===== config.mk =====
export PLATFORM = sky130hd
export DESIGN_NAME = wavetable_voice_engine
export DESIGN_NICKNAME = d
export VERILOG_FILES = /design/src/wavetable_voice_engine.v
export VERILOG_INCLUDE_DIRS = /design/src
export SDC_FILE = /design/constraint.sdc
export NUM_CORES = 2
export LEC_CHECK = 0
export BUFFER_PORTS_ARGS = -buffer_cell sky130_fd_sc_hd__buf_4
export CORE_MARGIN = 5
export CORE_UTILIZATION = 40
export CTS_CLUSTER_DIAMETER = 30
export DETAILED_ROUTE_END_ITERATION = 10
export GPL_TIMING_DRIVEN = 0
export HOLD_SLACK_MARGIN = 0.15
export PLACE_DENSITY = 0.55
export SLEW_MARGIN = 20
export SYNTH_ARGS = -nofsm -noshare
export SYNTH_HDL_FRONTEND = slang
export SYNTH_SLANG_ARGS = --single-unit

===== constraint.sdc =====
create_clock -name aclk -period 14.1 [get_ports aclk]
set_input_delay 2.82 -clock aclk [delete_from_list [all_inputs] [get_ports aclk]]
set_output_delay 2.82 -clock aclk [all_outputs]
set_load 0.02 [all_outputs]

===== src/wavetable_voice_engine_consts.vh =====
/*
 * Register offsets, field positions and timing counts for the
 * wavetable voice engine. Assumes byte addresses on AXI4-Lite.
 */
`ifndef WAVETABLE_VOICE_ENGINE_CONSTS_VH
`define WAVETABLE_VOICE_ENGINE_CONSTS_VH

`define CONVERTER_WORD_HIGH_IDX 8'h1D
`define CONVERTER_WORD_LOW_IDX 8'h1E
`define CONVERTER_CONTROL_IDX 8'h1F
`define VOICE_SELECT_TRIGGER_IDX 8'h20
`define PITCH_STEP_HIGH_IDX 8'h21
`define PITCH_STEP_LOW_IDX 8'h22
`define WAVE_ORIGIN_HIGH_IDX 8'h23
`define WAVE_ORIGIN_LOW_IDX 8'h24
`define SAMPLE_WIDTH_LOOP_HIGH_IDX 8'h25
`define LOOP_OFFSET_LOW_IDX 8'h26
`define ENVELOPE_ATTENUATION_HIGH_IDX 8'h27
`define ATTENUATION_LOW_IDX 8'h2A
`define SYNTH_RANGE_LAST_IDX 8'h2F

`define CONVERTER_ON_BIT 1
`define OUTPUT_SOURCE_SELECT_BIT 0
`define VOLUME_ONLY_UPDATE_BIT 7
`define PITCH_ONLY_UPDATE_BIT 6
`define SAMPLE_WIDTH_SELECT_BIT 7
`define RAMP_DIRECTION_BIT 7

`define CONVERTER_CONTROL_RESET 2'h0
`define END_MARKER 8'h80
`define UNITY_SHIFT_BASE 5'h11

`define CLOCK_HZ 100000000
`define OUTPUT_RATE_HZ 25000
`define TICK_CYCLES (`CLOCK_HZ / `OUTPUT_RATE_HZ)
`define ENVELOPE_TICK_DEFAULT 64

`define AXI_RESP_OKAY 2'h0
`define AXI_RESP_SLVERR 2'h2

`endif


===== src/wavetable_voice_engine.v =====
/*
 * Eight-voice wavetable playback engine with AXI4-Lite register slave.
 * Assumes a wave memory on the same clock answering one cycle after
 * the address (sample_memory_address -> sample_memory_data).
 */
// Added by the designer: the AXI4-Lite interface to the registers.
// What this block does
// - 16-bit converter word held in high byte and low byte registers.
// - converter control bit 1 switches converter on; off after reset.
// - converter control bit 0 picks mixed wavetable or software word.
// - no-function bits and unused synth addresses ignore writes, read zero.
// - voice register bits 2..0 select one of eight voices.
// - writing voice register with bits 7 and 6 zero starts that voice; software sets others first.
// - bit 7 volume-only, bit 6 pitch-only, both zero loads everything.
// - pointer advances by mantissa over two to seventeen minus shift.
// - wave start forms address bits 15..5, low five bits zero.
// - loop-high bit 7 selects 8-bit (0) or 12-bit (1) samples.
// - fetched value 80H is the end marker, not audio.
// - loop point is marker address plus loop field, carry dropped.
// - after first pass the loop span repeats; active voices are never stopped.
// - per-voice 10-bit attenuation, 000H loudest, 3FFH quietest.
// - attenuation stored separately per voice.
// - release steps selected low bits toward ones by span code.
// - attack steps them toward zeros; span 11 leaves it unchanged.
// - alternating direction writes give tremolo through the envelope.
// - 8-bit samples are signed raw PCM.
`include "wavetable_voice_engine_consts.vh"
`timescale 1ns/1ps
`default_nettype none

module wavetable_voice_engine #(
	parameter ENVELOPE_TICKS = `ENVELOPE_TICK_DEFAULT // output ticks per ramp step
) (
	input wire aclk, // system clock
	input wire aresetn, // synchronous reset, low active
	input wire [31:0] s_axi_awaddr, // write address
	input wire s_axi_awvalid, // write address valid
	output wire s_axi_awready, // write address ready
	input wire [31:0] s_axi_wdata, // write data
	input wire [3:0] s_axi_wstrb, // write strobes
	input wire s_axi_wvalid, // write data valid
	output wire s_axi_wready, // write data ready
	output reg [1:0] s_axi_bresp, // write response
	output reg s_axi_bvalid, // write response valid
	input wire s_axi_bready, // write response ready
	input wire [31:0] s_axi_araddr, // read address
	input wire s_axi_arvalid, // read address valid
	output wire s_axi_arready, // read address ready
	output reg [31:0] s_axi_rdata, // read data
	output reg [1:0] s_axi_rresp, // read response
	output reg s_axi_rvalid, // read data valid
	input wire s_axi_rready, // read data ready
	output reg [15:0] sample_memory_address, // wave memory word address
	input wire [15:0] sample_memory_data, // wave memory data, next cycle
	output reg [15:0] converter_input_word, // word to the converter
	output reg converter_on, // converter enable
	output reg output_tick // one-cycle pulse per output sample
);

	localparam ST_IDLE = 2'h0;
	localparam ST_ADDR = 2'h1;
	localparam ST_DATA = 2'h2;
	localparam ST_MIX = 2'h3;

	// per-voice parameters
	reg [11:0] mant_reg [0:7];
	reg [3:0] shift_reg [0:7];
	reg [11:0] origin_reg [0:7];
	reg wide_reg [0:7];
	reg [9:0] loop_reg [0:7];
	reg dir_reg [0:7];
	reg [1:0] span_reg [0:7];
	reg [9:0] atten_reg [0:7];
	// per-voice playback state
	reg [27:0] pos_reg [0:7]; // 16 address bits . 12 fraction bits
	reg active_reg [0:7];
	reg signed [15:0] samp_reg [0:7];

	// staging registers written by software
	reg [7:0] conv_hi_reg, conv_lo_reg;
	reg [1:0] conv_ctl_reg;
	reg [7:0] voice_reg;
	reg [7:0] r21_reg, r22_reg, r23_reg, r24_reg, r25_reg, r26_reg;
	reg [7:0] r27_reg, r2a_reg;

	reg [1:0] state_reg;
	reg [2:0] vidx_reg;
	reg [15:0] tick_cnt_reg;
	reg [15:0] env_cnt_reg;
	reg env_step_reg;
	reg signed [19:0] acc_reg;

	reg aw_held_reg, w_held_reg;
	reg [7:0] aw_idx_reg;
	reg [7:0] w_byte_reg;
	reg w_en_reg;
	integer i;

	// step size: mantissa scaled by shift, 12 fraction bits
	function [27:0] pitch_inc;
		input [11:0] m;
		input [3:0] s;
		reg [5:0] sh;
		begin
			sh = 6'd17 - {2'b00, s};
			pitch_inc = ({16'h0000, m} << 12) >> sh;
		end
	endfunction

	// attenuation curve: 16 levels of 6 dB steps approximated by shifts
	function signed [15:0] scale;
		input signed [15:0] s;
		input [9:0] a;
		reg signed [15:0] t;
		begin
			t = s >>> a[9:6];
			scale = t - (((t >>> 6) * $signed({1'b0, a[5:0]})) >>> 1);
		end
	endfunction

	// envelope one-step move on the selected low bits
	function [9:0] ramp;
		input [9:0] a;
		input d;
		input [1:0] sp;
		reg [2:0] m;
		reg [2:0] f;
		begin
			m = (sp == 2'b00) ? 3'b111 : (sp == 2'b01) ? 3'b011 :
				(sp == 2'b10) ? 3'b001 : 3'b000;
			f = a[2:0] & m;
			ramp = a;
			if (m != 3'b000) begin
				if (!d && f != m)
					ramp = {a[9:3], (a[2:0] & ~m) | ((f + 3'd1) & m)};
				else if (d && f != 3'b000)
					ramp = {a[9:3], (a[2:0] & ~m) | ((f - 3'd1) & m)};
			end
		end
	endfunction

	function [7:0] byte_idx;
		input [31:0] a;
		begin
			byte_idx = a[9:2];
		end
	endfunction

	// write channel: take address and data in either order
	assign s_axi_awready = !aw_held_reg && !s_axi_bvalid;
	assign s_axi_wready = !w_held_reg && !s_axi_bvalid;
	assign s_axi_arready = !s_axi_rvalid;

	wire aw_fire = s_axi_awvalid && s_axi_awready;
	wire w_fire = s_axi_wvalid && s_axi_wready;
	wire aw_have = aw_held_reg || aw_fire;
	wire w_have = w_held_reg || w_fire;
	wire [7:0] wr_idx = aw_held_reg ? aw_idx_reg : byte_idx(s_axi_awaddr);
	wire [7:0] wr_data = w_held_reg ? w_byte_reg : s_axi_wdata[7:0];
	wire wr_en = w_held_reg ? w_en_reg : s_axi_wstrb[0];
	wire wr_go = aw_have && w_have;
	wire wr_mapped = (wr_idx >= `CONVERTER_WORD_HIGH_IDX) &&
		(wr_idx <= `SYNTH_RANGE_LAST_IDX);
	wire wr_do = wr_go && wr_en;
	wire trig = wr_do && wr_idx == `VOICE_SELECT_TRIGGER_IDX;

	always @(posedge aclk) begin
		if (!aresetn) begin
			aw_held_reg <= 1'b0;
			w_held_reg <= 1'b0;
			aw_idx_reg <= 8'h00;
			w_byte_reg <= 8'h00;
			w_en_reg <= 1'b0;
			s_axi_bvalid <= 1'b0;
			s_axi_bresp <= `AXI_RESP_OKAY;
		end else begin
			if (wr_go) begin
				aw_held_reg <= 1'b0;
				w_held_reg <= 1'b0;
				s_axi_bvalid <= 1'b1;
				s_axi_bresp <= wr_mapped ? `AXI_RESP_OKAY : `AXI_RESP_SLVERR;
			end else begin
				if (aw_fire) begin
					aw_held_reg <= 1'b1;
					aw_idx_reg <= byte_idx(s_axi_awaddr);
				end
				if (w_fire) begin
					w_held_reg <= 1'b1;
					w_byte_reg <= s_axi_wdata[7:0];
					w_en_reg <= s_axi_wstrb[0];
				end
				if (s_axi_bvalid && s_axi_bready)
					s_axi_bvalid <= 1'b0;
			end
		end
	end

	// software-written registers
	always @(posedge aclk) begin
		if (!aresetn) begin
			conv_ctl_reg <= `CONVERTER_CONTROL_RESET;
			voice_reg <= 8'h00;
		end else if (wr_do) begin
			if (wr_idx == `CONVERTER_WORD_HIGH_IDX)
				conv_hi_reg <= wr_data;
			else if (wr_idx == `CONVERTER_WORD_LOW_IDX)
				conv_lo_reg <= wr_data;
			else if (wr_idx == `CONVERTER_CONTROL_IDX)
				conv_ctl_reg <= wr_data[1:0];
			else if (wr_idx == `VOICE_SELECT_TRIGGER_IDX)
				voice_reg <= {wr_data[7:6], 3'b000, wr_data[2:0]};
			else if (wr_idx == `PITCH_STEP_HIGH_IDX)
				r21_reg <= wr_data;
			else if (wr_idx == `PITCH_STEP_LOW_IDX)
				r22_reg <= wr_data;
			else if (wr_idx == `WAVE_ORIGIN_HIGH_IDX)
				r23_reg <= {4'h0, wr_data[3:0]};
			else if (wr_idx == `WAVE_ORIGIN_LOW_IDX)
				r24_reg <= wr_data;
			else if (wr_idx == `SAMPLE_WIDTH_LOOP_HIGH_IDX)
				r25_reg <= {wr_data[7], 5'h00, wr_data[1:0]};
			else if (wr_idx == `LOOP_OFFSET_LOW_IDX)
				r26_reg <= wr_data;
			else if (wr_idx == `ENVELOPE_ATTENUATION_HIGH_IDX)
				r27_reg <= {wr_data[7], 3'h0, wr_data[3:0]};
			else if (wr_idx == `ATTENUATION_LOW_IDX)
				r2a_reg <= wr_data;
		end
	end

	// read channel
	always @(posedge aclk) begin
		if (!aresetn) begin
			s_axi_rvalid <= 1'b0;
			s_axi_rdata <= 32'h00000000;
			s_axi_rresp <= `AXI_RESP_OKAY;
		end else if (s_axi_arvalid && s_axi_arready) begin
			s_axi_rvalid <= 1'b1;
			s_axi_rresp <= `AXI_RESP_OKAY;
			s_axi_rdata <= 32'h00000000;
			if (byte_idx(s_axi_araddr) == `CONVERTER_WORD_HIGH_IDX)
				s_axi_rdata[7:0] <= conv_hi_reg;
			else if (byte_idx(s_axi_araddr) == `CONVERTER_WORD_LOW_IDX)
				s_axi_rdata[7:0] <= conv_lo_reg;
			else if (byte_idx(s_axi_araddr) == `CONVERTER_CONTROL_IDX)
				s_axi_rdata[1:0] <= conv_ctl_reg;
			else if (byte_idx(s_axi_araddr) == `VOICE_SELECT_TRIGGER_IDX)
				s_axi_rdata[7:0] <= voice_reg;
			else if (byte_idx(s_axi_araddr) == `PITCH_STEP_HIGH_IDX)
				s_axi_rdata[7:0] <= r21_reg;
			else if (byte_idx(s_axi_araddr) == `PITCH_STEP_LOW_IDX)
				s_axi_rdata[7:0] <= r22_reg;
			else if (byte_idx(s_axi_araddr) == `WAVE_ORIGIN_HIGH_IDX)
				s_axi_rdata[7:0] <= r23_reg;
			else if (byte_idx(s_axi_araddr) == `WAVE_ORIGIN_LOW_IDX)
				s_axi_rdata[7:0] <= r24_reg;
			else if (byte_idx(s_axi_araddr) == `SAMPLE_WIDTH_LOOP_HIGH_IDX)
				s_axi_rdata[7:0] <= r25_reg;
			else if (byte_idx(s_axi_araddr) == `LOOP_OFFSET_LOW_IDX)
				s_axi_rdata[7:0] <= r26_reg;
			else if (byte_idx(s_axi_araddr) == `ENVELOPE_ATTENUATION_HIGH_IDX)
				// live attenuation of the selected voice
				s_axi_rdata[7:0] <= {r27_reg[7:2],
					atten_reg[voice_reg[2:0]][9:8]};
			else if (byte_idx(s_axi_araddr) == `ATTENUATION_LOW_IDX)
				s_axi_rdata[7:0] <= atten_reg[voice_reg[2:0]][7:0];
			else if (byte_idx(s_axi_araddr) < `CONVERTER_WORD_HIGH_IDX ||
				byte_idx(s_axi_araddr) > `SYNTH_RANGE_LAST_IDX)
				s_axi_rresp <= `AXI_RESP_SLVERR;
		end else if (s_axi_rvalid && s_axi_rready) begin
			s_axi_rvalid <= 1'b0;
		end
	end

	wire [2:0] tv = wr_data[2:0];
	wire [15:0] cur_addr = pos_reg[vidx_reg][27:12];
	wire signed [7:0] s8 = sample_memory_data[7:0];
	wire is_end = sample_memory_data[7:0] == `END_MARKER;
	// attenuated sample of the voice being mixed
	wire signed [15:0] vscaled = scale(samp_reg[vidx_reg], atten_reg[vidx_reg]);

	// output tick and voice scan
	always @(posedge aclk) begin
		if (!aresetn) begin
			tick_cnt_reg <= 16'h0000;
			env_cnt_reg <= 16'h0000;
			env_step_reg <= 1'b0;
			output_tick <= 1'b0;
			state_reg <= ST_IDLE;
			vidx_reg <= 3'h0;
			acc_reg <= 20'sh00000;
			sample_memory_address <= 16'h0000;
			converter_input_word <= 16'h0000;
			converter_on <= 1'b0;
			for (i = 0; i < 8; i = i + 1) begin
				active_reg[i] <= 1'b0;
				atten_reg[i] <= 10'h3FF;
				samp_reg[i] <= 16'sh0000;
				pos_reg[i] <= 28'h0000000;
			end
		end else begin
			converter_on <= conv_ctl_reg[`CONVERTER_ON_BIT];
			output_tick <= 1'b0;
			if (tick_cnt_reg == `TICK_CYCLES - 1) begin
				tick_cnt_reg <= 16'h0000;
				output_tick <= 1'b1;
			end else begin
				tick_cnt_reg <= tick_cnt_reg + 16'h0001;
			end
			case (state_reg)
			ST_IDLE: begin
				if (output_tick) begin
					vidx_reg <= 3'h0;
					acc_reg <= 20'sh00000;
					state_reg <= ST_ADDR;
					if (env_cnt_reg == ENVELOPE_TICKS - 1) begin
						env_cnt_reg <= 16'h0000;
						env_step_reg <= 1'b1;
					end else begin
						env_cnt_reg <= env_cnt_reg + 16'h0001;
						env_step_reg <= 1'b0;
					end
				end
			end
			ST_ADDR: begin
				sample_memory_address <= cur_addr;
				state_reg <= ST_DATA;
			end
			ST_DATA: begin
				if (active_reg[vidx_reg]) begin
					if (is_end) begin
						// keep cycling the loop span
						// carry out of the 10-bit sum is dropped
						pos_reg[vidx_reg] <= {cur_addr[15:10],
							cur_addr[9:0] + loop_reg[vidx_reg], 12'h000};
					end else begin
						samp_reg[vidx_reg] <= wide_reg[vidx_reg] ?
							{sample_memory_data[11:0], 4'h0} : {s8, 8'h00};
						pos_reg[vidx_reg] <= pos_reg[vidx_reg] +
							pitch_inc(mant_reg[vidx_reg], shift_reg[vidx_reg]);
					end
					if (env_step_reg)
						atten_reg[vidx_reg] <= ramp(atten_reg[vidx_reg],
							dir_reg[vidx_reg], span_reg[vidx_reg]);
				end
				state_reg <= ST_MIX;
			end
			ST_MIX: begin
				if (active_reg[vidx_reg])
					acc_reg <= acc_reg + {{4{vscaled[15]}}, vscaled};
				if (vidx_reg == 3'h7) begin
					state_reg <= ST_IDLE;
				end else begin
					vidx_reg <= vidx_reg + 3'h1;
					state_reg <= ST_ADDR;
				end
			end
			default: state_reg <= ST_IDLE;
			endcase
			if (!conv_ctl_reg[`OUTPUT_SOURCE_SELECT_BIT])
				converter_input_word <= {conv_hi_reg, conv_lo_reg};
			else if (state_reg == ST_MIX && vidx_reg == 3'h7)
				converter_input_word <= (acc_reg > 20'sh07FFF) ? 16'h7FFF :
					(acc_reg < -20'sh08000) ? 16'h8000 : acc_reg[15:0];
			if (trig) begin
				if (!wr_data[`PITCH_ONLY_UPDATE_BIT])
					atten_reg[tv] <= {r27_reg[1:0], r2a_reg};
				if (!wr_data[`VOLUME_ONLY_UPDATE_BIT] &&
					!wr_data[`PITCH_ONLY_UPDATE_BIT]) begin
					active_reg[tv] <= 1'b1;
					samp_reg[tv] <= 16'sh0000;
					// origin on 32-word boundary
					// start field lands on address bits 15..5
					pos_reg[tv] <= {r23_reg[2:0], r24_reg, 5'b00000, 12'h000};
				end
			end
		end
	end

	// parameter latch on trigger, per update selection
	always @(posedge aclk) begin
		if (trig && !wr_data[`VOLUME_ONLY_UPDATE_BIT]) begin
			mant_reg[tv] <= {r21_reg[3:0], r22_reg};
			shift_reg[tv] <= r21_reg[7:4];
			if (!wr_data[`PITCH_ONLY_UPDATE_BIT]) begin
				origin_reg[tv] <= {r23_reg[3:0], r24_reg};
				wide_reg[tv] <= r25_reg[`SAMPLE_WIDTH_SELECT_BIT];
				loop_reg[tv] <= {r25_reg[1:0], r26_reg};
				dir_reg[tv] <= r27_reg[`RAMP_DIRECTION_BIT];
				span_reg[tv] <= r27_reg[3:2];
			end
		end
	end

endmodule

`default_nettype wire


==> flow_metrics.tcl <==
set metrics [dict create \
    drt_wl_total_mm 153 \
    avgSynthCellArea_sq_um 11.1 \
    worstSkewPairLatency_ns 0.81 \
    num-fill-cells 9926 \
    fp-row-count 121 \
    fin_cells 5807 \
    critPathMaxStageDelay_ns 0.92 \
    dr.pass1.iters 6 \
    io_buffers 91 \
    async_flop_share_pct 0 \
    num_vias 34002 \
    place.gp.congestion 0.925 \
    post_cts_buffers 0 \
    synth_cell_types 99 \
    grt_usage_pct 25.7 \
    cts_hold_buf 0 \
    cts-resized-gates 0 \
    worstMarginPinSlew_ns 1.22 \
    hold_viol 0 \
    cts_tree "yes" \
    relSlewSlack_pct 18.4 \
    wl_per_cell_microns 26.4 \
    setup_viol 0 \
    synthMostInstantiatedCell "nor2_1" \
    ys.flop_type "edfxtp_1" \
    critical_path_arrival_ns 12.79 \
    yosysTopAreaCell "edfxtp_1" \
    largest_reg_flops 224 \
    min_path_type "flip-flop to flip-flop" \
    antenna_found_initial 6 \
    core-area_sq_um 109000 \
    drtIter0Drc 3638 \
    dp_hpwl_mm 111 \
    tns_ns 0 \
    start_util_pct 40.2 \
    period_share_pct 85.5 \
    nets 4515 \
    drc 0 \
    viasPerCell 5.86 \
    post-place-cells 5465 \
    boundaryPins 198 \
    synth-warning-count 0 \
    ys_seq_elements 852 \
    p_leak_uw 0.0194 \
    grt_max_degree 19 \
    cts-root-buf "clkbuf_16" \
    utilization_pct 48.8 \
    grt_pass1_vias 33064 \
    netlist_area_sq_um 43700 \
    worstPathMaxFanout 10 \
    cp_top_family "compound AO/OA/AOI/OAI gates" \
    design_power_total_uw 7330 \
    finalCriticalPeriod_ns 12.06 \
    max_cap_viol_count 0 \
    multi_input_area_sq_um 20300 \
    area_delta_synth_final_pct 21.4 \
    ys_seq_area_share_pct 49.9 \
    path_clk_slew_ns 0.05 \
    vdd_drop_max_mv 0.101 \
    grt_overflow_total 0 \
    fmax_ghz 0.0829 \
    cp_slowest_cell "clkbuf_1" \
    dp_slack_ns 1.99 \
    final_antenna_net_count 0 \
    end_kind "flip-flop" \
    finClkSkew_ns 0.0984 \
    synth_top_area_share_pct 32.7 \
    die_area_sq_um 116000 \
    cts.htree.levels 4 \
    cp.required_ns 14.83 \
    status "finished, final reports clean" \
    netlist_instances 3926 \
    cp_num_buf_inv 8 \
    synth-edff-count 476 \
    clockBufferDepth 3 \
    synth_common_cells "587 x nor2_1, 476 x edfxtp_1, 376 x dfxtp_1, 290 x nand2_1, 182 x mux4_2" \
    crit_type "flip-flop to flip-flop" \
    grt_pass1_wl_mm 222 \
    start_kind "flip-flop" \
    cts_made_buffers 180 \
    yosys-top-cells-area "edfxtp_1 33%, dfxtp_1 17%, mux4_2 9.4%" \
    fp.dieH_microns 341 \
    layout-drive-gt1-share_pct 18.7 \
    rsz0062_at_grt "no" \
    p_per_area_nw_per_um2 138 \
    die_w_microns 341 \
    slew_violations 0 \
    regArea_sq_um 21800 \
    timing.final.ws_setup_ns 2.04 \
    clock_sinks 852 \
]
power breakdown:
group | leakage (uW) | switching, uW | internal (uW)
logic | 0.00906 | 169 | 67.7
clock network | 0.00309 | 1510 | 2940
registers | 0.00726 | 13.0 | 2640
cell usage in the layout (no fill, tap or decap), types with 114 or more instances in the layout:
| master | instances |
|---|---|
| o21ai_0 | 145 |
| nor2_1 | 571 |
| inv_1 | 143 |
| a21oi_1 | 171 |
| ha_1 | 114 |
| mux4_2 | 182 |
| buf_4 | 134 |
| dfxtp_1 | 376 |
| nand2_1 | 290 |
| a31oi_1 | 129 |
| mux2i_1 | 130 |
| edfxtp_1 | 476 |
| clkbuf_16 | 184 |
| clkbuf_1 | 172 |
| a22o_1 | 119 |
metrics by stage:
| stage | hold slack (ns) | cell area (sq um) |
|---|---|---|
| 5_1_grt | 0.465 | 53000 |
| 3_3_place_gp | 0.429 | 46300 |
| 2_1_floorplan | 0.420 | 43800 |
| 3_5_place_dp | 0.438 | 46500 |
| 6_report | 0.448 | 53000 |
| 4_1_cts | 0.447 | 53000 |
path summary, 6_finish.rpt:
kind | slack (ns) | depth (start not counted) | start | to
worst max-delay path | 2.04 | 43 | flip-flop | acc_reg[19]
worst max register to register | 2.04 | 43 | flip-flop | acc_reg[19]
worst min register to register | 0.45 | 2 | pos_reg[7][11] | pos_reg[7][11]
worst min-delay path | 0.45 | 2 | pos_reg[7][11] | pos_reg[7][11]
metal layers:
| metal | share of wire, % | routed length (microns) | GRT usage (%) | up-vias |
|---|---|---|---|---|
| li1 | - | - | - | 15144 |
| met2 | 46 | 70600 | 41.2 | 1625 |
| met4 | 4.0 | 6180 | 10.1 | 0 |
| met3 | 8.7 | 13300 | 5.25 | 331 |
| met1 | 41 | 63100 | 34.6 | 16902 |
| met5 | 0 | 0 | 0 | - |
cell families after synthesis:
| family | count (synthesis) | share of synthesized area, % |
|---|---|---|
| fa+ha+maj | 159 | 5.32 |
| mux | 367 | 13.8 |
| flops | 852 | 49.9 |
| simple gates | 1186 | 12.0 |
| compound gates | 847 | 12.9 |
| xor+xnor | 92 | 1.89 |
| other cells | 1 | 0.00858 |
| buf+inv | 422 | 4.20 |
tightest hold or removal path, cell delays in order (launching register included):
cell	delay, ns
dfxtp_1	0.31
nand2_1	0.05
o21ai_1	0.05
cell type report:
type	count	share of cell area, %
sequential	852	41.1
multi-input combinational	2677	38.2
buffer	272	2.42
inverter	150	1.06
timing repair buffer	100	1.48
clock buffer	234	9.43
clock inverter	107	2.90
antenna	1	0.00472
tap	1414	3.33
Power figures use the tool's default switching activity.
